--- src/common/swk_pkg.sv ---
// Register map, field layout and timing constants of the selective-wake registers
package swk_pkg;
    // ************************************************************
    // Register addresses
    // ************************************************************
    localparam logic [6:0] ADDR_PAYLOAD3 = 7'h30;
    localparam logic [6:0] ADDR_PAYLOAD2 = 7'h31;
    localparam logic [6:0] ADDR_PAYLOAD1 = 7'h32;
    localparam logic [6:0] ADDR_PAYLOAD0 = 7'h33;
    localparam logic [3:0][6:0] ADDR_PAYLOAD = {ADDR_PAYLOAD3, ADDR_PAYLOAD2, ADDR_PAYLOAD1, ADDR_PAYLOAD0};
    localparam logic [6:0] ADDR_FD_CTRL = 7'h34;
    localparam logic [6:0] ADDR_FINE_TRIM = 7'h38;
    localparam logic [6:0] ADDR_OPTIONS = 7'h39;
    localparam logic [6:0] ADDR_CAL_HIGH = 7'h3a;
    localparam logic [6:0] ADDR_CAL_LOW = 7'h3b;

    // ************************************************************
    // Field positions and values
    // ************************************************************
    localparam int FD_EN_BIT = 0;
    localparam int FILT_LSB = 1;
    localparam int FILT_MSB = 3;
    localparam int BYPASS_BIT = 4;
    localparam int ERR_DIS_BIT = 5;
    localparam int RX_SEL_BIT = 7;
    localparam int COARSE_MSB = 4;
    localparam logic [1:0] TRIM_UNLOCK = 2'h3;
    localparam logic [7:0] BYTE_CLEAR = 8'h00;
    localparam logic [2:0] FILT_LONG_CODE = 3'h7;

    // ************************************************************
    // Timing
    // ************************************************************
    localparam int CLK_PERIOD_NS = 8;
    localparam int FILT_STEP_NS = 50;
    localparam int FILT_LONG_NS = 775;
    localparam int FILT_CNT_W = 8;
    localparam int FILT_LONG_CYC = (FILT_LONG_NS + CLK_PERIOD_NS - 1) / CLK_PERIOD_NS;
endpackage : swk_pkg

--- src/common/swk_cfg_if.sv ---
// Configuration bundle passed from the register file to the frame snapshot
`timescale 1ns/100ps
`default_nettype none
interface swk_cfg_if;
    logic [3:0][7:0] payload;
    logic fd_en;
    logic [2:0] filt_code;
    logic [swk_pkg::FILT_CNT_W-1:0] filt_cycles;
    logic bypass;
    logic err_dis;

    modport regs (output payload, output fd_en, output filt_code, output bypass, output err_dis);
    modport map (input filt_code, output filt_cycles);
    modport snap (input payload, input fd_en, input filt_cycles, input bypass, input err_dis);
endinterface : swk_cfg_if
`default_nettype wire

--- src/logic/swk_filt_map.sv ---
// Dominant filter code to clock-cycle count
`timescale 1ns/100ps
`default_nettype none
module swk_filt_map (
    // Configuration
    swk_cfg_if.map cfg
);
    int filt_ns;

    always_comb begin
        if (cfg.filt_code == swk_pkg::FILT_LONG_CODE) begin
            filt_ns = swk_pkg::FILT_LONG_NS;
        end else begin
            filt_ns = swk_pkg::FILT_STEP_NS * (int'(cfg.filt_code) + 1);
        end
        // Filter is a least time, so round up
        cfg.filt_cycles = swk_pkg::FILT_CNT_W'((filt_ns + swk_pkg::CLK_PERIOD_NS - 1) / swk_pkg::CLK_PERIOD_NS);
    end
endmodule : swk_filt_map
`default_nettype wire

--- src/logic/swk_frame_snap.sv ---
// Per-frame snapshot of the wake comparison settings
`timescale 1ns/100ps
`default_nettype none
module swk_frame_snap (
    // Clock, reset, enable
    input wire logic core_clk_i,
    input wire logic sys_rst_i,
    input wire logic ce_i,
    input wire logic soft_rst_i,
    // Frame control
    input wire logic frame_start_i,
    swk_cfg_if.snap cfg,
    // Active settings
    output logic [31:0] active_payload_o,
    output logic active_fd_en_o,
    output logic [swk_pkg::FILT_CNT_W-1:0] active_filt_cycles_o,
    output logic active_bypass_o,
    output logic active_err_cnt_o
);
    typedef struct packed {
        logic [31:0] payload;
        logic fd_en;
        logic [swk_pkg::FILT_CNT_W-1:0] cycles;
        logic bypass;
        logic err_cnt;
    } swk_snap_type;

    swk_snap_type snap_q;
    swk_snap_type snap_d;

    always_comb begin
        snap_d = snap_q;
        if (frame_start_i) begin
            snap_d.payload = cfg.payload;
            snap_d.fd_en = cfg.fd_en;
            snap_d.cycles = cfg.filt_cycles;
            snap_d.bypass = cfg.bypass;
            snap_d.err_cnt = !(cfg.err_dis && cfg.fd_en);
        end
        if (soft_rst_i) begin
            snap_d = '0;
            snap_d.err_cnt = 1'b1;
        end
    end

    always_ff @(posedge core_clk_i) begin
        if (sys_rst_i) begin
            snap_q <= '0;
            snap_q.err_cnt <= 1'b1;
        end else if (ce_i) begin
            snap_q <= snap_d;
        end
    end

    assign active_payload_o = snap_q.payload;
    assign active_fd_en_o = snap_q.fd_en;
    assign active_filt_cycles_o = snap_q.cycles;
    assign active_bypass_o = snap_q.bypass;
    assign active_err_cnt_o = snap_q.err_cnt;
endmodule : swk_frame_snap
`default_nettype wire

--- src/logic/swk_regs.sv ---
// Selective-wake payload, FD tolerance, trim and calibration registers
//
// What this block does
// - Four payload registers each hold one read-write wake data byte, bit 0 LSB.
// - Reserved FD control and options bits ignore writes and read as zero.
// - FD control bit 0 enables FD tolerant mode.
// - Filter code selects 50 ns to 350 ns in 50 ns steps, code 7 775 ns.
// - Error counter disabled during wake only when bit 5 and FD mode both set.
// - Bus silence timeout clears the error counter disable bit unless FD control is written in the same cycle.
// - Bit 4 bypasses analog receive filter; digital filter time still applies.
// - Fine trim and coarse trim accept writes only while trim enable is 11.
// - Low five fine trim bits form a monotonic 32-step frequency adjustment.
// - Options bit 7 selects standard or low-power wake receiver, trim enable 11 only.
// - Options bits 4 to 0 hold the non-monotonic 32-step coarse trim.
// - Calibration-high register is a read-only upper calibration byte.
// - Payload, FD control and calibration clear to zero on reset or soft reset.
// - Calibration-low register is a read-only lower calibration byte.
`timescale 1ns/100ps
`default_nettype none
module swk_regs #(
    parameter logic [7:0] FINE_TRIM_RST = 8'h00,
    parameter logic [4:0] COARSE_TRIM_RST = 5'h00,
    parameter logic RX_SEL_RST = 1'b0
) (
    // Clock, reset, enable
    input wire logic core_clk_i,
    input wire logic sys_rst_i,
    input wire logic ce_i,
    input wire logic soft_rst_i,
    // Register port
    input wire logic [6:0] reg_addr_i,
    input wire logic reg_wr_i,
    input wire logic reg_rd_i,
    input wire logic [7:0] reg_wdata_i,
    output logic [7:0] reg_rdata_o,
    // Device status and events
    input wire logic [1:0] trim_en_i,
    input wire logic silence_timeout_i,
    input wire logic frame_start_i,
    input wire logic [7:0] cal_high_i,
    input wire logic [7:0] cal_low_i,
    // Wake comparison settings
    output logic [31:0] wake_payload_o,
    output logic fd_tolerant_enable_o,
    output logic [swk_pkg::FILT_CNT_W-1:0] dominant_filter_cycles_o,
    output logic analog_rx_filter_bypass_o,
    output logic error_counter_active_o,
    // Oscillator and receiver
    output logic [12:0] osc_trim_o,
    output logic wake_receiver_select_o
);
    // ************************************************************
    // State
    // ************************************************************
    typedef struct packed {
        logic [3:0][7:0] payload;
        logic err_dis;
        logic bypass;
        logic [2:0] filt;
        logic fd_en;
        logic [7:0] fine;
        logic rx_sel;
        logic [4:0] coarse;
        logic [7:0] cal_h;
        logic [7:0] cal_l;
        logic [7:0] rdata;
    } swk_regs_type;

    swk_regs_type reg_q;
    swk_regs_type reg_d;
    logic [3:0] pay_hit;
    logic fd_hit;
    logic fine_hit;
    logic opt_hit;
    logic unlocked;
    logic [7:0] rd_val;

    swk_cfg_if cfg ();

    // ************************************************************
    // Address decode
    // ************************************************************
    // Strobes decoded alone; ce_i gates only the state update
    genvar gi;
    generate
        for (gi = 0; gi < 4; gi++) begin : g_pay
            assign pay_hit[gi] = reg_wr_i && (reg_addr_i == swk_pkg::ADDR_PAYLOAD[gi]);
        end
    endgenerate

    assign fd_hit = reg_wr_i && (reg_addr_i == swk_pkg::ADDR_FD_CTRL);
    assign fine_hit = reg_wr_i && (reg_addr_i == swk_pkg::ADDR_FINE_TRIM);
    assign opt_hit = reg_wr_i && (reg_addr_i == swk_pkg::ADDR_OPTIONS);
    assign unlocked = (trim_en_i == swk_pkg::TRIM_UNLOCK);

    // ************************************************************
    // Read mux
    // ************************************************************
    always_comb begin
        // Unmapped addresses read as zero
        rd_val = swk_pkg::BYTE_CLEAR;
        for (int i = 0; i < 4; i++) begin
            if (reg_addr_i == swk_pkg::ADDR_PAYLOAD[i]) begin
                rd_val = reg_q.payload[i];
            end
        end
        case (reg_addr_i)
            swk_pkg::ADDR_FD_CTRL: begin
                rd_val = {2'h0, reg_q.err_dis, reg_q.bypass, reg_q.filt, reg_q.fd_en};
            end
            swk_pkg::ADDR_FINE_TRIM: begin
                rd_val = reg_q.fine;
            end
            swk_pkg::ADDR_OPTIONS: begin
                rd_val = {reg_q.rx_sel, 2'h0, reg_q.coarse};
            end
            swk_pkg::ADDR_CAL_HIGH: begin
                rd_val = reg_q.cal_h;
            end
            swk_pkg::ADDR_CAL_LOW: begin
                rd_val = reg_q.cal_l;
            end
            default: begin
            end
        endcase
    end

    // ************************************************************
    // Next state
    // ************************************************************
    always_comb begin
        reg_d = reg_q;
        // Calibration tracks its inputs every enabled cycle without soft reset
        reg_d.cal_h = cal_high_i;
        reg_d.cal_l = cal_low_i;
        for (int i = 0; i < 4; i++) begin
            if (pay_hit[i]) begin
                reg_d.payload[i] = reg_wdata_i;
            end
        end
        if (fd_hit) begin
            reg_d.fd_en = reg_wdata_i[swk_pkg::FD_EN_BIT];
            reg_d.filt = reg_wdata_i[swk_pkg::FILT_MSB:swk_pkg::FILT_LSB];
            reg_d.bypass = reg_wdata_i[swk_pkg::BYPASS_BIT];
            reg_d.err_dis = reg_wdata_i[swk_pkg::ERR_DIS_BIT];
        end else if (silence_timeout_i) begin
            reg_d.err_dis = 1'b0;
        end
        if (fine_hit && unlocked) begin
            reg_d.fine = reg_wdata_i;
        end
        if (opt_hit && unlocked) begin
            reg_d.rx_sel = reg_wdata_i[swk_pkg::RX_SEL_BIT];
            reg_d.coarse = reg_wdata_i[swk_pkg::COARSE_MSB:0];
        end
        // Read data registered so the port sees a flop
        if (reg_rd_i) begin
            reg_d.rdata = rd_val;
        end
        if (soft_rst_i) begin
            reg_d.payload = '0;
            reg_d.fd_en = 1'b0;
            reg_d.filt = 3'h0;
            reg_d.bypass = 1'b0;
            reg_d.err_dis = 1'b0;
            reg_d.cal_h = swk_pkg::BYTE_CLEAR;
            reg_d.cal_l = swk_pkg::BYTE_CLEAR;
            // Trim and receiver select survive soft reset
        end
    end

    // Trim reset values are parameters since they are left undefined
    always_ff @(posedge core_clk_i) begin
        if (sys_rst_i) begin
            reg_q <= '0;
            reg_q.fine <= FINE_TRIM_RST;
            reg_q.coarse <= COARSE_TRIM_RST;
            reg_q.rx_sel <= RX_SEL_RST;
        end else if (ce_i) begin
            reg_q <= reg_d;
        end
    end

    // ************************************************************
    // Outputs and submodules
    // ************************************************************
    assign reg_rdata_o = reg_q.rdata;
    // fine in low bits, coarse above
    assign osc_trim_o = {reg_q.coarse, reg_q.fine};
    assign wake_receiver_select_o = reg_q.rx_sel;

    // Live register values; the snapshot decides what a frame sees
    assign cfg.payload = reg_q.payload;
    assign cfg.fd_en = reg_q.fd_en;
    assign cfg.filt_code = reg_q.filt;
    assign cfg.bypass = reg_q.bypass;
    assign cfg.err_dis = reg_q.err_dis;

    swk_filt_map u_filt_map (
        .cfg (cfg.map)
    );

    swk_frame_snap u_snap (
        .core_clk_i (core_clk_i),
        .sys_rst_i (sys_rst_i),
        .ce_i (ce_i),
        .soft_rst_i (soft_rst_i),
        .frame_start_i (frame_start_i),
        .cfg (cfg.snap),
        .active_payload_o (wake_payload_o),
        .active_fd_en_o (fd_tolerant_enable_o),
        .active_filt_cycles_o (dominant_filter_cycles_o),
        .active_bypass_o (analog_rx_filter_bypass_o),
        .active_err_cnt_o (error_counter_active_o)
    );
endmodule : swk_regs
`default_nettype wire

--- config.mk ---
export PLATFORM = sky130hd
export DESIGN_NAME = swk_regs
export DESIGN_NICKNAME = d
export VERILOG_FILES = /design/src/common/swk_pkg.sv /design/src/common/swk_cfg_if.sv /design/src/logic/swk_filt_map.sv /design/src/logic/swk_frame_snap.sv /design/src/logic/swk_regs.sv
export SDC_FILE = /design/constraint.sdc
export NUM_CORES = 1
export LEC_CHECK = 0
export ABC_AREA = 1
export BUFFER_PORTS_ARGS = -buffer_cell sky130_fd_sc_hd__buf_4
export CORE_MARGIN = 3
export CORE_UTILIZATION = 35
export DETAILED_ROUTE_END_ITERATION = 7
export GPL_TIMING_DRIVEN = 0
export PLACE_DENSITY = 0.55
export RECOVER_POWER = 25
export SLEW_MARGIN = 15
export SYNTH_ARGS = -nofsm -noshare
export SYNTH_HDL_FRONTEND = slang
export SYNTH_SLANG_ARGS = --single-unit
--- constraint.sdc ---
create_clock -name core_clk_i -period 5.4 [get_ports core_clk_i]
set_clock_uncertainty 0.1 [all_clocks]
set_input_delay 1.08 -clock core_clk_i [delete_from_list [all_inputs] [get_ports core_clk_i]]
set_output_delay 1.08 -clock core_clk_i [all_outputs]
set_load 0.1 [all_outputs]
* Yosys cells after proc, flatten, opt, wreduce, memory -nomap -nowiden
Cells that the tools add are included.
** Storage, ports and cells
- Logic and storage cells :: 82
- Bits in read-only memories :: 0
- Input port bits :: 41
- Register bits :: 119
- Memories :: 0
- Bits in latches :: 0
- Output and inout port bits :: 65
- Memory bits (writable) :: 0
** Cells by class
- Add/sub/neg operators :: 4
- Equal/unequal tests :: 11
- Div/mod/pow operators :: 0
- Reduce and logical (&&, ||, !) cells :: 29
- Bitwise logic cells :: 1
- Shift operators :: 0
- $mul :: 1
- Mux-type cells :: 17
- $lt $le $gt $ge :: 0
** Operator list (number)
- 43-bit two-way mux :: 2
- 8-bit two-way mux :: 8
- 7-bit by 6-bit == test with 1-bit output (second input constant) :: 9
- 8-bit case mux with 5 select lines :: 1
- 38-bit two-way mux :: 1
- 32-bit by 5-bit adder with 32-bit output (second input constant) :: 1
- 6-bit by 32-bit multiplier with 31-bit output (first input constant) :: 1
- 32-bit two-way mux :: 1
- 32-bit by 2-bit subtractor with 32-bit output (second input constant) :: 1
- 2-bit AND reduction :: 10
- 16-bit two-way mux :: 1
- 2-bit nonzero test :: 6
- 1-bit logical AND :: 10
- 8-bit by 1-bit adder with 8-bit output :: 1
- 5-bit two-way mux :: 1
- 3-bit by 1-bit adder with 4-bit output (second input constant) :: 1
- 3-bit == test (second input constant) :: 1
- 3-bit nonzero test :: 1
- 3-bit OR reduction :: 1
- 2-bit == test (second input constant) :: 1
- 1-bit two-way mux :: 2
- 1-bit bitwise AND :: 1
- 1-bit logical NOT :: 1

* Logic depth before layout (Yosys ltp)
- Depth in word-level cells :: 10
- Gate-level depth with buffers :: 14

* Hierarchy
A second synthesis with hierarchy kept.
** Unflattened totals
- Cells, all modules :: 907
- Area total of the unflattened synthesis :: 6127.1 µm²
** Modules (own cells, without submodules)
- swk_regs :: times used 1, area each 3717.3 µm², cells each 537
- swk_frame_snap :: times used 1, area each 1983.2 µm², cells each 300
- swk_filt_map :: times used 1, area each 426.7 µm², cells each 70

* Worst setup path before layout
No wires, ideal clock.
- Path type :: reg2reg
- Start :: reg reg_q, in the netlist cfg.filt_code[0]
- End :: reg u_snap.snap_q, in the netlist u_snap.active_filt_cycles_o[7]
- Required time :: 5230 ps
- Period minus slack after synthesis :: 2562 ps
- Slack :: 2838 ps
- Stages on the path, launching flop included :: 13
- Data arrival time :: 2392 ps
- Cells stage by stage :: dfxtp_1 ha_1 ha_1 ha_1 fa_1 inv_1 nor2_1 nand3_1 nor2_1 nand4_1 nand2_1 nand2_1 a21oi_1
** Between the ends
- Cells in the longest elaborated chain, start to end :: 10
- Elaborated cells on any way between the ends :: 11
** Ends and longest elaborated chain
- from (decl) :: line swk_regs.sv:69 : swk_regs_type reg_q;
- from (signal assigned) :: line swk_regs.sv:180 : reg_q <= reg_d;
- 3-bit by 1-bit adder with 4-bit output :: line swk_filt_map.sv:14 : filt_ns = swk_pkg::FILT_STEP_NS * (int'(cfg.filt_code) + 1);
- 6-bit by 32-bit multiplier with 31-bit output :: line swk_filt_map.sv:14
- 32-bit two-way mux (*) :: line swk_filt_map.sv:11 : if (cfg.filt_code == swk_pkg::FILT_LONG_CODE) begin
- 32-bit by 5-bit adder with 32-bit output (*) :: line swk_filt_map.sv:17 : cfg.filt_cycles = swk_pkg::FILT_CNT_W'((filt_ns + swk_pkg::CLK_PERIOD_NS - 1) / swk_pkg::CLK_PERIOD_NS);
- 32-bit by 2-bit subtractor with 32-bit output (*) :: line swk_filt_map.sv:17
- 3-bit OR reduction (no line)
- 1-bit bitwise AND (no line)
- 8-bit by 1-bit adder with 8-bit output (no line) (*)
- 43-bit two-way mux (*) :: line swk_frame_snap.sv:33 : if (frame_start_i) begin
- 43-bit two-way mux (*) :: line swk_frame_snap.sv:40 : if (soft_rst_i) begin
- to (signal assigned) :: line swk_frame_snap.sv:51 : snap_q <= snap_d;
- to (decl) :: line swk_frame_snap.sv:28 : swk_snap_type snap_q;
Mark *: on every way between the ends. The rest lies on a longest branch, timed or not. The select of a mux whose other input is x is not followed.
A chain may end at the register's enable or synchronous reset.

* Final worst setup path
Same ends and word-level chain as after synthesis.

==> results.sh <==
export IMPL_status="finished, final reports clean"
export IMPL_syn_inst=779
export IMPL_cts_buffers=17
export IMPL_p_per_area_nw_per_um2=322
export IMPL_core_area_sq_um=15300
export IMPL_drc=0
export IMPL_root_buffer="clkbuf_16"
export IMPL_clkTransAtPathRegs_ns=0.05
export IMPL_htreeDepth=4
export IMPL_worst_path_max_fanout=7
export IMPL_grt_util_met2=0.303
export IMPL_postLayoutCellArea_sq_um=7030
export IMPL_crit_path_start="cfg.filt_code[0]"
export IMPL_vias=5399
export IMPL_maxCapViolations=0
export IMPL_irDropWorstVdd_uv=217
export IMPL_slew_violations=0
export IMPL_avgSynthCellArea_sq_um=7.02
export IMPL_r2r_slack_ns=2.54
export IMPL_dp_hpwl_microns=13100
export IMPL_critPathLaunchType="flop"
export IMPL_max_freq_mhz=350
export IMPL_endpoint_kind="flop"
export IMPL_antenna_found_initial=0
export IMPL_cts_setup_buffers=0
export IMPL_avgRoutedWirePerCell_microns=15.2
export IMPL_synthArstFlopShare=0
export IMPL_yosysUniqueCellTypes=30
export IMPL_regToRegStartpoint="cfg.filt_code[0]"
export IMPL_finalCritPeriodShare=0.529
export IMPL_cp_data_required_time_ns=5.63
export IMPL_gp_congestion=0.907
export IMPL_yosysMostFrequentCell="nand2_1"
export IMPL_reg2regPathDepth=13
export IMPL_cts_resized_gates=0
export IMPL_clockBufferDepth=2
export IMPL_diodes=0
export IMPL_fin_setup_tns_ns=0
export IMPL_clock_sinks=119
export IMPL_worst_slew_pin_slew_ns=0.676
export IMPL_initial_core_util=0.358
export IMPL_synth_nets=832
export IMPL_top_usage_layer="met2"
export IMPL_insertion_delay_ns=0.41
export IMPL_yosys_warnings=0
export IMPL_first_global_vias=4829
export IMPL_grt_util_met1=0.287
export IMPL_drtIter0Drc=375
export IMPL_boundaryPins=106
export IMPL_portBuffers=104
export IMPL_cp_arrival_ns=3.09
export IMPL_place_area_sq_um=6510
export IMPL_grt_pass1_wl_microns=26000
export IMPL_synth_top_area_frac=0.436
export IMPL_timing_hold_violations_final=0
export IMPL_dieArea_sq_um=17200
export IMPL_synth_top_cell_by_area="dfxtp_1"
export IMPL_layout_drive_gt1_share=0.185
export IMPL_grt_max_degree=17
export IMPL_wl_microns=17100
export IMPL_n_fill_cell=1625
export IMPL_dr_pass1_iters=5
export IMPL_setup_violations=0
export IMPL_endpoint="u_snap.active_filt_cycles_o[7]"
export IMPL_grt_overflow_total=0
export IMPL_r2r_end="u_snap.active_filt_cycles_o[7]"
export IMPL_row_count=45
export IMPL_rsz0062_at_grt="false"
export IMPL_synthTopCellsByArea="dfxtp_1 44%, nand2_1 11%, a21oi_1 8.4%"
export IMPL_synth_seq_cells=119
export IMPL_p_leak_nw=3.03
export IMPL_grtUsageTotal=0.200
export IMPL_die_h_microns=131
export IMPL_area_growth_pct=28.6
export IMPL_min_path_type="reg2reg"
export IMPL_synth_seq_area_share=0.436
export IMPL_met3_usage=0.0496
export IMPL_die_w_microns=131
export IMPL_synth_flop_cell="dfxtp_1"
export IMPL_worst_setup_path_type="reg2reg"
export IMPL_netlist_top_cells_count="165 x nand2_1, 119 x dfxtp_1, 93 x nor2_1"
export IMPL_whs_ns=0.361
export IMPL_period_needed_ns=2.86
export IMPL_nets=955
export IMPL_ant_nets=0
export IMPL_slew_headroom=0.549
export IMPL_hold_buffers=0
export IMPL_synth_edf_count=0
export IMPL_synth_area_sq_um=5470
export IMPL_cts_tree="built"
export IMPL_routed_via_density=4.80
==> metrics by stage <==
stage | setup slack [ns] | util | power (mW) | cells
2_1_floorplan | 2.84 | - | 1.14 | 779
3_3_place_gp | 2.59 | 0.427 | 1.24 | 1094
3_5_place_dp | 2.57 | 0.427 | 1.24 | 1094
4_1_cts | 2.55 | 0.463 | 2.28 | 1124
5_1_grt | 2.35 | 0.461 | 2.35 | 1124
6_report | 2.54 | 0.461 | 2.26 | 1124
==> metal layers <==
layer  part of all wire  vias up  wire [microns]
li1                   -     2778               -
met1               0.48     2449            8270
met2               0.45      156            7620
met3              0.062       16            1060
met4             0.0093        0             160
met5                  0        -               0
==> layout make-up <==
| cell class | count | area, sq um | area share |
|---|---|---|---|
| multi-input cells | 535 | 2500 | 0.356 |
| flip-flops and latches | 119 | 2380 | 0.339 |
| repair buffers | 104 | 777 | 0.111 |
| clock buffers | 21 | 470 | 0.0669 |
| plain buffers | 56 | 294 | 0.0418 |
| well taps | 211 | 264 | 0.0376 |
| inverters | 69 | 259 | 0.0368 |
| clock inverters | 9 | 77.6 | 0.0110 |
==> critical path, stage by stage (launching register included) <==
cell and delay, ns:
dfxtp_1 0.45, inv_1 0.12, ha_1 0.37, inv_1 0.06, ha_1 0.32, fa_1 0.55
inv_1 0.06, nor2_1 0.08, nand3_1 0.09, nor2_1 0.16, nand4_1 0.14, nand2_1 0.08
nand2_1 0.06, a21oi_1 0.14
==> sequential cells by signal (all words and copies together), names as in the netlist <==
signal and count:
cfg.filt_code 3, reg_q 16, cfg.payload 32, cfg.fd_en 1, reg_rdata_o 8, u_snap.active_payload_o 32, osc_trim_o 13, cfg.err_dis 1
wake_receiver_select_o 1, u_snap.active_bypass_o 1, u_snap.active_fd_en_o 1, cfg.bypass 1, u_snap.active_filt_cycles_o 8, u_snap.active_err_cnt_o 1
==> report_power, final <==
group          internal (mW)  leakage, nW  switching, mW
clock network          0.658        0.266          0.389
registers              0.910        0.969         0.0254
logic                 0.0842         1.80          0.197
total                   1.65         3.03          0.611
==> worst min path at each step <==
stage | start | to | slack [ns] | depth (start not counted)
3_5_place_dp | u_snap.active_payload_o[10] | u_snap.active_payload_o[10] | 0.36 | 2
3_3_place_gp | u_snap.active_bypass_o | u_snap.active_bypass_o | 0.35 | 2
4_1_cts | u_snap.active_bypass_o | u_snap.active_bypass_o | 0.36 | 2
2_1_floorplan | osc_trim_o[11] | osc_trim_o[11] | 0.34 | 2
5_1_grt | u_snap.active_bypass_o | u_snap.active_bypass_o | 0.38 | 2
6_report | u_snap.active_payload_o[10] | u_snap.active_payload_o[10] | 0.36 | 2
==> cell families after synthesis <==
group	after synthesis	synth area share
buffers and inverters	125	0.103
and+or+nand+nor	351	0.270
DFF	119	0.436
AOI/OAI and AO/OA	170	0.160
other	1	0.000686
adders and majority gates	12	0.0288
xor gates and xnor gates	1	0.00160
==> cell usage in the layout, fill, tap and decap left out, drive strengths merged <==
| cell type | instances |
|---|---|
| nand2 | 168 |
| buf | 128 |
| dfxtp | 119 |
| nor2 | 96 |
| a21oi | 92 |
| nand3 | 76 |
| inv | 67 |
| o21ai | 65 |
| clkbuf | 53 |
| ha | 11 |
| o22ai | 9 |
| clkinv | 7 |
| nor3 | 6 |
| nand4 | 4 |
| clkinvlp | 3 |
| o211ai | 2 |
| xor2 | 1 |
| o21a | 1 |
| o21bai | 1 |
| nor4 | 1 |
| fa | 1 |
| conb | 1 |
| bufinv | 1 |
Note: power is estimated with default switching activity, not from simulation.
